$ cat config.mk
export PLATFORM = sky130hd
export DESIGN_NAME = tsitx_dev_flat
export DESIGN_NICKNAME = d
export VERILOG_FILES = /design/src/tsitx_pkg.sv /design/src/tsitx_if.sv /design/src/tsitx_dev.sv /design/src/flat_wrapper.sv
export SDC_FILE = /design/constraint.sdc
export NUM_CORES = 2
export LEC_CHECK = 0
export BUFFER_PORTS_ARGS = -buffer_cell sky130_fd_sc_hd__buf_2
export CAP_MARGIN = 25
export CELL_PAD_IN_SITES_DETAIL_PLACEMENT = 2
export CELL_PAD_IN_SITES_GLOBAL_PLACEMENT = 2
export CORE_AREA = 2 2 393 395
export DETAILED_ROUTE_END_ITERATION = 8
export DIE_AREA = 0 0 395 397
export HOLD_SLACK_MARGIN = 0.15
export PLACE_DENSITY_LB_ADDON = 0.1
export SKIP_CTS_REPAIR_TIMING = 1
export SYNTH_ARGS = -nofsm -noshare
export SYNTH_HDL_FRONTEND = slang
export SYNTH_SLANG_ARGS = --single-unit
$ cat constraint.sdc
create_clock -name clk_i -period 10.9 [get_ports clk_i]
set_input_delay 2.18 -clock clk_i [delete_from_list [all_inputs] [get_ports clk_i]]
set_output_delay 2.18 -clock clk_i [all_outputs]
set_load 0.05 [all_outputs]
$ cat src/tsitx_pkg.sv
package tsitx_pkg;
  // Time unit is one quarter bit at 8.192 Mbits/s; one clock per unit
  localparam real UNIT_NS = 30.5176;
  localparam int FRAME_UNITS = 4096;
  localparam int NUM_SLOTS = 32;
  // All highways of this block run at 2.048 Mbits/s
  localparam logic [12:0] SLOT_UNITS = 13'h0080;
  localparam logic [12:0] LL_GAP_SLOTS = 13'h0100;
  localparam logic [12:0] LL_GAP_FIXED = 13'h0004;
  // Offset difference boundaries: C = +3.90625 us, B = -121.09375 us
  localparam real BOUND_C_US = 3.90625;
  localparam real BOUND_B_US = -121.09375;
  localparam logic signed [12:0] BOUND_C = 13'sd128;
  localparam logic signed [12:0] BOUND_B = -13'sd3968;
  // Device register map
  localparam logic [13:0] REG_GLOBAL_COMMAND = 14'h0000;
  localparam logic [13:0] REG_TEST_COMMAND = 14'h0009;
  localparam logic [13:0] REG_PATTERN_STYLE = 14'h000a;
  localparam logic [13:0] REG_GEN_USER_BYTE = 14'h0012;
  localparam logic [13:0] REG_TX_CFG_BYTE0 = 14'h1000;
  localparam logic [13:0] REG_TX_CFG_BYTE1 = 14'h1001;
  localparam logic [13:0] REG_TX_CFG_BYTE2 = 14'h1002;
  localparam logic [13:0] REG_RX_CFG_BYTE0 = 14'h1080;
  localparam logic [13:0] REG_RX_CFG_BYTE1 = 14'h1081;
  localparam logic [13:0] CS_BASE = 14'h2000;
  // Field positions
  localparam int GLOBAL_TX_EN_BIT = 0;
  localparam int GEN_START_BIT = 7;
  localparam int GEN_RATE_LSB = 4;
  localparam int PAT_SEL_LSB = 4;
  localparam int HW_TX_EN_BIT = 2;
  localparam int HW_INDEX_LSB = 3;
  localparam int CS_FP_BIT = 8;
  localparam int CS_SRC_SEL_LSB = 13;
  localparam logic [2:0] SRC_SEL_PATTERN = 3'h6;
  localparam logic [3:0] PAT_USER_BYTE = 4'hf;
  localparam logic [7:0] GEN_IDLE_BYTE = 8'hff;
  localparam logic [14:0] LFSR_SEED = 15'h7fff;
  localparam logic [7:0] REG_RESET = 8'h00;
  // Host side Avalon word map
  localparam logic [2:0] AV_CMD_ADDR = 3'h0;
  localparam logic [2:0] AV_CMD_DATA = 3'h1;
  localparam logic [2:0] AV_CMD_CTRL = 3'h2;
  localparam logic [2:0] AV_RD_DATA = 3'h3;
  localparam logic [2:0] AV_RX_FILL = 3'h4;
  localparam logic [2:0] AV_TX_SEEN = 3'h5;
  localparam int CTRL_GO_BIT = 0;
  localparam int CTRL_WE_BIT = 1;
endpackage

$ cat src/tsitx_if.sv
`timescale 1ns/10ps
interface tsitx_if;
  // Register port
  logic rq;
  logic rq_we;
  logic [13:0] rq_addr;
  logic [7:0] rq_wdata;
  logic rs_ack;
  logic [7:0] rs_rdata;
  // Highway side
  logic fsync;
  logic [7:0] rx_data;
  logic [7:0] tx_data;
  logic tx_stb;
  logic tx_oe;
  modport dev (
    input rq, rq_we, rq_addr, rq_wdata, fsync, rx_data,
    output rs_ack, rs_rdata, tx_data, tx_stb, tx_oe
  );
  modport host (
    output rq, rq_we, rq_addr, rq_wdata, fsync, rx_data,
    input rs_ack, rs_rdata, tx_data, tx_stb, tx_oe
  );
endinterface

$ cat src/tsitx_dev.sv
`timescale 1ns/10ps
// How it works
// - Each Tx slot picks its delay mode
// - Low delay needs two slots plus (4+i) units
// - Too close or earlier goes next frame
// - Zero offsets: slot 31 N, slot 2 N+1
// - Preserved slots of one frame leave together
// - Preserved delay stays under 378 microseconds
// - Preservation holds per Rx/Tx highway pair
// - Preserved frame set by offset difference only
// - Difference at least C gives N+1
// - Difference below B gives N+3
// - Other differences give N+2
// - Offsets settable up to frame minus quarter bit
// - Boundaries may shift one fast slot
// - Same Rx offsets give equal delay
// - Upper style nibble picks one of 16 pattern codes
// - Source select 110 takes generator data
// - Other slots keep normal sourcing
// - Host marks one contiguous run only
// - User byte register feeds fixed pattern
// - Start bit alone starts generator; rate field unused
// - Send only with both transmit enables
// - Host clears old marks before moving
module tsitx_dev
  import tsitx_pkg::*;
(
  // Clock and reset
  input wire logic clk_i,
  input wire logic sys_rst_i,
  // Device end of the link
  tsitx_if.dev lnk
);

  logic [7:0] global_command_r;
  logic [7:0] test_command_r;
  logic [7:0] pattern_style_r;
  logic [7:0] gen_user_byte_r;
  logic [7:0] tx_cfg0_r;
  logic [7:0] tx_cfg1_r;
  logic [7:0] tx_cfg2_r;
  logic [7:0] rx_cfg0_r;
  logic [7:0] rx_cfg1_r;
  logic [15:0] cs_mem [NUM_SLOTS];
  logic [7:0] ds_mem [4*NUM_SLOTS];
  logic ack_r;
  logic [7:0] rdata_r;
  logic [11:0] unit_r;
  logic [1:0] phys_r;
  logic [14:0] lfsr_r;
  logic [7:0] tx_data_r;
  logic tx_stb_r;
  logic tx_oe_r;

  // Pattern source for a substituted slot
  function automatic logic [7:0] pat_byte(input logic [3:0] sel, input logic [14:0] lf,
                                          input logic [7:0] user);
    case (sel)
      4'h0: pat_byte = 8'h00;
      4'h1: pat_byte = 8'hff;
      4'h2: pat_byte = 8'h55;
      4'h3: pat_byte = 8'haa;
      4'h4: pat_byte = 8'h0f;
      4'h5: pat_byte = 8'hf0;
      4'h6: pat_byte = ~lf[7:0];
      PAT_USER_BYTE: pat_byte = user;
      default: pat_byte = lf[7:0];
    endcase
  endfunction

  function automatic logic [14:0] lfsr_step8(input logic [14:0] lf);
    logic [14:0] v;
    v = lf;
    for (int k = 0; k < 8; k++) begin
      v = {v[13:0], v[14] ^ v[13]};
    end
    lfsr_step8 = v;
  endfunction

  // Offsets in 30.5176 ns units, 0 to 4095
  wire [11:0] tx_off = {tx_cfg1_r[3:0], tx_cfg0_r};
  wire [11:0] rx_off = {rx_cfg1_r[3:0], rx_cfg0_r};
  wire [4:0] hw_index = tx_cfg2_r[7:HW_INDEX_LSB];
  wire [11:0] rel_rx = unit_r - rx_off;
  wire [11:0] rel_tx = unit_r - tx_off;
  // Virtual frame number: a highway whose offset has not yet been reached
  // in this physical frame is still in the previous virtual frame
  wire [1:0] rx_vf = phys_r - {1'b0, (unit_r < rx_off)};
  wire [1:0] tx_vf = phys_r - {1'b0, (unit_r < tx_off)};
  wire rx_slot_done = (rel_rx[6:0] == 7'h7f);
  wire [4:0] rx_slot = rel_rx[11:7];
  wire tx_slot_start = (rel_tx[6:0] == 7'h00);
  wire [4:0] tx_slot = rel_tx[11:7];

  wire [15:0] cs_entry = cs_mem[tx_slot];
  wire [4:0] cs_src = cs_entry[4:0];
  wire cs_fp = cs_entry[CS_FP_BIT];
  wire [2:0] cs_sel = cs_entry[CS_SRC_SEL_LSB +: 3];
  wire cs_pattern = (cs_sel == SRC_SEL_PATTERN);

  // Low delay: Tx position against Rx position plus guard
  wire [12:0] tx_pos = {tx_slot, 7'h00} + {1'b0, tx_off};
  wire [13:0] ll_need = {9'h000, cs_src} * 14'(SLOT_UNITS) + {2'b00, rx_off}
                        + {1'b0, LL_GAP_SLOTS} + {1'b0, LL_GAP_FIXED}
                        + {9'h000, hw_index};
  wire ll_late = ({1'b0, tx_pos} < ll_need);

  // Preserved delay depends on the signed offset difference only
  wire signed [12:0] off_diff = $signed({1'b0, tx_off}) - $signed({1'b0, rx_off});
  wire [1:0] fp_delay = (off_diff >= BOUND_C) ? 2'd1 :
                        (off_diff < BOUND_B) ? 2'd3 :
                        2'd2;
  // Worst case is three frames minus one slot, inside 378 us
  wire [1:0] slot_delay = cs_fp ? fp_delay : {1'b0, ll_late};
  wire [1:0] rd_bank = tx_vf - slot_delay;
  wire [7:0] switched_byte = ds_mem[{rd_bank, cs_src}];

  wire gen_on = test_command_r[GEN_START_BIT];
  wire [7:0] gen_byte = gen_on ? pat_byte(pattern_style_r[7:PAT_SEL_LSB], lfsr_r,
                                          gen_user_byte_r) : GEN_IDLE_BYTE;
  wire [7:0] slot_byte = cs_pattern ? gen_byte : switched_byte;
  wire tx_enabled = global_command_r[GLOBAL_TX_EN_BIT] & tx_cfg2_r[HW_TX_EN_BIT];

  // Register port decode
  wire rq_new = lnk.rq & ~ack_r;
  wire wr_go = rq_new & lnk.rq_we;
  wire cs_hit = (lnk.rq_addr[13:6] == CS_BASE[13:6]);
  wire [4:0] cs_idx = lnk.rq_addr[5:1];
  wire [15:0] cs_rd = cs_mem[cs_idx];
  logic [7:0] rd_mux;
  always_comb begin
    rd_mux = REG_RESET;
    if (lnk.rq_addr == REG_GLOBAL_COMMAND) begin
      rd_mux = global_command_r;
    end else if (lnk.rq_addr == REG_TEST_COMMAND) begin
      rd_mux = test_command_r;
    end else if (lnk.rq_addr == REG_PATTERN_STYLE) begin
      rd_mux = pattern_style_r;
    end else if (lnk.rq_addr == REG_GEN_USER_BYTE) begin
      rd_mux = gen_user_byte_r;
    end else if (lnk.rq_addr == REG_TX_CFG_BYTE0) begin
      rd_mux = tx_cfg0_r;
    end else if (lnk.rq_addr == REG_TX_CFG_BYTE1) begin
      rd_mux = tx_cfg1_r;
    end else if (lnk.rq_addr == REG_TX_CFG_BYTE2) begin
      rd_mux = tx_cfg2_r;
    end else if (lnk.rq_addr == REG_RX_CFG_BYTE0) begin
      rd_mux = rx_cfg0_r;
    end else if (lnk.rq_addr == REG_RX_CFG_BYTE1) begin
      rd_mux = rx_cfg1_r;
    end else if (cs_hit) begin
      rd_mux = lnk.rq_addr[0] ? cs_rd[15:8] : cs_rd[7:0];
    end
  end

  always_ff @(posedge clk_i) begin
    if (sys_rst_i) begin
      ack_r <= 1'b0;
      rdata_r <= REG_RESET;
    end else begin
      ack_r <= rq_new;
      if (rq_new) begin
        rdata_r <= rd_mux;
      end
    end
  end

  always_ff @(posedge clk_i) begin
    if (sys_rst_i) begin
      global_command_r <= REG_RESET;
      test_command_r <= REG_RESET;
      pattern_style_r <= REG_RESET;
      gen_user_byte_r <= REG_RESET;
      tx_cfg0_r <= REG_RESET;
      tx_cfg1_r <= REG_RESET;
      tx_cfg2_r <= REG_RESET;
      rx_cfg0_r <= REG_RESET;
      rx_cfg1_r <= REG_RESET;
    end else if (wr_go) begin
      if (lnk.rq_addr == REG_GLOBAL_COMMAND) begin
        global_command_r <= lnk.rq_wdata;
      end else if (lnk.rq_addr == REG_TEST_COMMAND) begin
        test_command_r <= lnk.rq_wdata;
      end else if (lnk.rq_addr == REG_PATTERN_STYLE) begin
        pattern_style_r <= lnk.rq_wdata;
      end else if (lnk.rq_addr == REG_GEN_USER_BYTE) begin
        gen_user_byte_r <= lnk.rq_wdata;
      end else if (lnk.rq_addr == REG_TX_CFG_BYTE0) begin
        tx_cfg0_r <= lnk.rq_wdata;
      end else if (lnk.rq_addr == REG_TX_CFG_BYTE1) begin
        tx_cfg1_r <= lnk.rq_wdata;
      end else if (lnk.rq_addr == REG_TX_CFG_BYTE2) begin
        tx_cfg2_r <= lnk.rq_wdata;
      end else if (lnk.rq_addr == REG_RX_CFG_BYTE0) begin
        rx_cfg0_r <= lnk.rq_wdata;
      end else if (lnk.rq_addr == REG_RX_CFG_BYTE1) begin
        rx_cfg1_r <= lnk.rq_wdata;
      end
    end
  end

  // Connection store: not cleared by reset, software loads it
  always_ff @(posedge clk_i) begin
    if (wr_go && cs_hit) begin
      if (lnk.rq_addr[0]) begin
        cs_mem[cs_idx][15:8] <= lnk.rq_wdata;
      end else begin
        cs_mem[cs_idx][7:0] <= lnk.rq_wdata;
      end
    end
  end

  // Frame timebase, realigned by every frame sync.
  // An aligned sync lands on unit 0, already counted by the wrap; counting
  // it again would step the frame number twice and break the bank rotation
  wire frame_wrap = lnk.fsync ? (unit_r != 12'h000) : (unit_r == 12'hfff);
  always_ff @(posedge clk_i) begin
    if (sys_rst_i) begin
      unit_r <= 12'h000;
      phys_r <= 2'h0;
    end else begin
      unit_r <= lnk.fsync ? 12'h001 : unit_r + 12'h001;
      if (frame_wrap) begin
        phys_r <= phys_r + 2'h1;
      end
    end
  end

  // Data store, four frames deep, banked by Rx virtual frame
  always_ff @(posedge clk_i) begin
    if (rx_slot_done) begin
      ds_mem[{rx_vf, rx_slot}] <= lnk.rx_data;
    end
  end

  always_ff @(posedge clk_i) begin
    if (sys_rst_i) begin
      lfsr_r <= LFSR_SEED;
      tx_data_r <= GEN_IDLE_BYTE;
      tx_stb_r <= 1'b0;
      tx_oe_r <= 1'b0;
    end else begin
      tx_stb_r <= tx_slot_start & tx_enabled;
      if (tx_slot_start) begin
        tx_oe_r <= tx_enabled;
        tx_data_r <= slot_byte;
      end
      // Generator only advances on the slots it feeds
      if (tx_slot_start && cs_pattern && gen_on) begin
        lfsr_r <= lfsr_step8(lfsr_r);
      end else if (!gen_on) begin
        lfsr_r <= LFSR_SEED;
      end
    end
  end

  assign lnk.rs_ack = ack_r;
  assign lnk.rs_rdata = rdata_r;
  assign lnk.tx_data = tx_data_r;
  assign lnk.tx_stb = tx_stb_r;
  assign lnk.tx_oe = tx_oe_r;

endmodule

$ cat src/flat_wrapper.sv
// flat-port wrapper written by rule: the top's interface ports become plain ports
module tsitx_dev_flat import tsitx_pkg::*;
  (clk_i, sys_rst_i, lnk_rq, lnk_rq_we, lnk_rq_addr, lnk_rq_wdata, lnk_fsync, lnk_rx_data, lnk_rs_ack, lnk_rs_rdata, lnk_tx_data, lnk_tx_stb, lnk_tx_oe);
  tsitx_if lnk_i ();
  input wire logic clk_i;
  input wire logic sys_rst_i;
  input wire logic [$bits(lnk_i.rq)-1:0] lnk_rq;
  input wire logic [$bits(lnk_i.rq_we)-1:0] lnk_rq_we;
  input wire logic [$bits(lnk_i.rq_addr)-1:0] lnk_rq_addr;
  input wire logic [$bits(lnk_i.rq_wdata)-1:0] lnk_rq_wdata;
  input wire logic [$bits(lnk_i.fsync)-1:0] lnk_fsync;
  input wire logic [$bits(lnk_i.rx_data)-1:0] lnk_rx_data;
  output wire logic [$bits(lnk_i.rs_ack)-1:0] lnk_rs_ack;
  output wire logic [$bits(lnk_i.rs_rdata)-1:0] lnk_rs_rdata;
  output wire logic [$bits(lnk_i.tx_data)-1:0] lnk_tx_data;
  output wire logic [$bits(lnk_i.tx_stb)-1:0] lnk_tx_stb;
  output wire logic [$bits(lnk_i.tx_oe)-1:0] lnk_tx_oe;
  assign lnk_i.rq = lnk_rq;
  assign lnk_i.rq_we = lnk_rq_we;
  assign lnk_i.rq_addr = lnk_rq_addr;
  assign lnk_i.rq_wdata = lnk_rq_wdata;
  assign lnk_i.fsync = lnk_fsync;
  assign lnk_i.rx_data = lnk_rx_data;
  assign lnk_rs_ack = lnk_i.rs_ack;
  assign lnk_rs_rdata = lnk_i.rs_rdata;
  assign lnk_tx_data = lnk_i.tx_data;
  assign lnk_tx_stb = lnk_i.tx_stb;
  assign lnk_tx_oe = lnk_i.tx_oe;
  tsitx_dev u_core (.clk_i(clk_i), .sys_rst_i(sys_rst_i), .lnk(lnk_i));
endmodule
==> out/summary.txt <==
Worst Max-Slew Pin Slew: 1.19 ns
Number of cells in the finished layout apart from fillers: 7207
Half-perimeter wire length of the detailed placement result: 159000 um
Element type at the critical path start: register
Count of final hold-check violations: 0
Cell mode on critical path: sky130_fd_sc_hd__ha_1
Total overflow reported by the global router: 0
Std-Cell Core Area: 153000 um^2
Syn. warnings: 0
Depth of the worst hold-timing path: 2
R2R Setup Slk: 0.81 ns
Clock tree buffer depth: 3
TritonCTS clock tree: done
Post-synth EDFFs: 1536
FF-to-FF Start: u_core.tx_cfg0_r[5]
Synth unique cells: 94
Maximum number of pins on one net before global-route repair: 144
Worst hold path endpoint: u_core.tx_cfg1_r[7]
Mapped Area: 71200 um^2
Share of the yosys chip area belonging to registers: 0.681
DRC Markers: 0
Hold Path Class: register to register
Mean routed wirelength per cell: 35.3 um
Final setup violation count: 0
Horizontal die dimension: 395 um
Data arrival time at the worst-slack endpoint: 10.77 ns
Routed vias/inst: 6.46
Number of placement rows: 144
Wire length of the first global-routing pass: 366000 um
Initial DRT Pass Iterations: 5
Leak Pwr: 26.7 nW
Final instance area: 79400 um^2
Max-slew violation total from the final report: 0
Synth Instances: 4942
Worst-skew pair later-pin latency: 0.83 ns
Reg2Reg Depth: 33
Run status: finished, final reports clean
Mean cell area of the mapped netlist: 14.4 um^2
Setup skew after layout: 0.0578 ns
Worst setup slack before clock tree synthesis: 0.467 ns
Num CTS Buffers: 177
Final routed wirelength across all metal layers: 255000 um
Initial drt markers: 5392
Overall via count from detail_route: 46600
Initial core utilization: 0.465
Number of levels the H-tree was split into: 4
Max incr delay on CP: 0.95 ns
Number of I/O port buffers: 53
Family with the most delay on the worst path: compound AO/OA/AOI/OAI gates
Setup_tns: 0 ns
Root buffer cell: sky130_fd_sc_hd__clkbuf_16
Hold slack: 0.468 ns
Data required time at the worst endpoint: 11.58 ns
Worst Hold Launch: u_core.tx_cfg1_r[7]
Worst setup margin: 0.813 ns
Number of global-route vias before repair: 49600
Area post-placement: 73600 um^2
Number of routed nets with antenna violations: 0
Initial antenna violation count: 15
Filler Cell Count: 13900
Area Growth Syn to Fin: 11.5%
Post-layout nets: 5121
Max FO, Critical Path: 39
Setup repair after global routing missed its margin: no
Primary FF master, synth: sky130_fd_sc_hd__edfxtp_1
Share of final-layout standard cells stronger than drive strength 1: 0.138
Height of the die: 397 um
Buf+Inv Stages, Crit Path: 4
Post-layout total power: 14.8 mW
VDD IR max: 190 uV
Async set-reset flop share out of synthesis: 0
CP max-delay cell: sky130_fd_sc_hd__a2111oi_0
Part of the cycle the worst path needs: 0.925
Weighted congestion at the end of routability-driven global placement: 0.873
Placed Cells incl. Taps: 6850
Total I/O pin count: 54
Die Footprint: 157000 um^2
Capture instance of the worst register-to-register path: u_core.lnk.tx_data[6]
Number of violations of the max-capacitance limit: 0
Total clock sinks: 1656
Min Tclk post-route: 10.09 ns
Category of the most critical setup path: register to register
GRT Util Overall: 0.323
Highest clock frequency the design can meet: 99.1 MHz
Kind of end point of the critical path: register
Post-route core utilization: 0.519
Rel. slew slack: 0.205
Flops & latches, synth: 1656
Power per cell area: 187 nW/um^2
Post-synth net total: 5058
Clock transition at the registers of the reported paths: 0.06 ns
## worst max path at each step
stage | startpoint | to | slack [ns] | cells past startpoint
final | u_core.tx_cfg0_r[5] | u_core.lnk.tx_data[6] | 0.81 | 33
after global routing | u_core.tx_cfg0_r[5] | u_core.lnk.tx_data[6] | 0.11 | 35
after CTS | u_core.tx_cfg0_r[5] | u_core.lnk.tx_data[6] | 0.48 | 35
after detailed placement | u_core.tx_cfg0_r[5] | u_core.lnk.tx_data[6] | 0.47 | 35
after global placement | u_core.tx_cfg0_r[5] | u_core.lnk.tx_data[6] | 1.00 | 35
after floorplan | u_core.tx_cfg0_r[4] | u_core.lnk.tx_data[7] | 2.41 | 38
## report_power, final
group	internal [mW]	leakage (nW)	total [mW]	switching, mW
Sequential	6.95	14.8	6.98	0.0282
Clock	3.20	2.67	5.84	2.63
Combinational	0.570	9.28	2.02	1.45
Total	10.7	26.7	14.8	4.11
## Yosys cell counts, drive strengths merged, types with 25 or more instances
library cell | n | share of area
inv | 72 | 0.0038
clkbuf | 122 | 0.0064
dfxtp | 120 | 0.034
a32oi | 40 | 0.0049
a31oi | 48 | 0.0042
mux4 | 205 | 0.065
nor3 | 42 | 0.0031
buf | 179 | 0.015
edfxtp | 1536 | 0.65
a311oi | 34 | 0.0042
nand4 | 26 | 0.0023
a22oi | 33 | 0.0035
o21ai | 61 | 0.0043
a221oi | 40 | 0.0049
a21oi | 115 | 0.0081
o311ai | 26 | 0.0032
mux2i | 290 | 0.041
nor2 | 353 | 0.019
and3 | 86 | 0.0076
nand3 | 265 | 0.019
xnor2 | 45 | 0.0056
a211oi | 25 | 0.0027
nand2 | 800 | 0.042
ha | 75 | 0.013
## routing by layer
layer / vias up / share of wire / wire, um / global-route usage
met4: 14 / 0.034 / 8760 / 0.115
met2: 2113 / 0.48 / 121000 / 0.517
met3: 489 / 0.078 / 19800 / 0.0601
met1: 24900 / 0.41 / 105000 / 0.444
met5: - / 0.00034 / 87 / 0
li1: 19100 / - / - / -
## worst reg2reg max path: cells and delay by family, from the launching register on
kind	cells	cell delay, ns
flip-flops	1	0.40
AND/OR/NAND/NOR	5	1.51
XOR/XNOR	4	1.01
AO/OA/AOI/OAI	13	3.39
multiplexers	1	0.59
buffers and inverters	4	0.88
adder cells (fa/ha/maj)	6	2.19
## cells in the final DEF, fill, tap and decap left out, drive strengths merged, types with 80 or more instances in the layout
master	synthesis	final
and3	86	86
nor2	353	353
dfxtp	120	120
mux2i	290	290
edfxtp	1536	1536
buf	179	181
a21oi	115	115
clkbuf	122	235
nand3	265	265
mux4	205	205
nand2	800	800
clkinv	2	80
inv	72	80
## flip-flops by register name, summed over array words and instances (netlist names)
register and count:
u_core.phys_r 2, u_core.ds_mem 1024, u_core.cs_mem 512, u_core.rx_cfg1_r 8, u_core.lnk.tx_data 8, u_core.tx_cfg2_r 8
u_core.unit_r 12, u_core.rx_cfg0_r 8, u_core.gen_user_byte_r 8, u_core.lnk.rs_ack 1, u_core.tx_cfg0_r 8, u_core.test_command_r 8
u_core.lfsr_r 15, u_core.tx_cfg1_r 8, u_core.lnk.rs_rdata 8, u_core.lnk.tx_stb 1, u_core.global_command_r 8, u_core.lnk.tx_oe 1
u_core.pattern_style_r 8
## layout make-up
type,instances,area (um^2),share of cell area
clock buffers,232,4710,0.0593
flip-flops and latches,1656,48500,0.611
well taps,2044,2560,0.0322
repair buffers,185,1480,0.0187
diodes,8,20.0,0.000252
multi-input cells,2911,21000,0.265
clock inverters,97,776,0.00977
inverters,74,298,0.00375
## cell families (layout without fill, tap and decap cells)
family | after synthesis | after routing | share of synthesized area
other | 0 | 8 | 0
muxes | 517 | 517 | 0.109
AOI/OAI and AO/OA | 572 | 572 | 0.0581
xor gates and xnor gates | 65 | 65 | 0.00810
and+or+nand+nor | 1676 | 1676 | 0.103
buffers and inverters | 375 | 588 | 0.0255
DFF | 1656 | 1656 | 0.681
adders and majority gates | 81 | 81 | 0.0149
No activity file was read; power rests on OpenSTA's default activity.
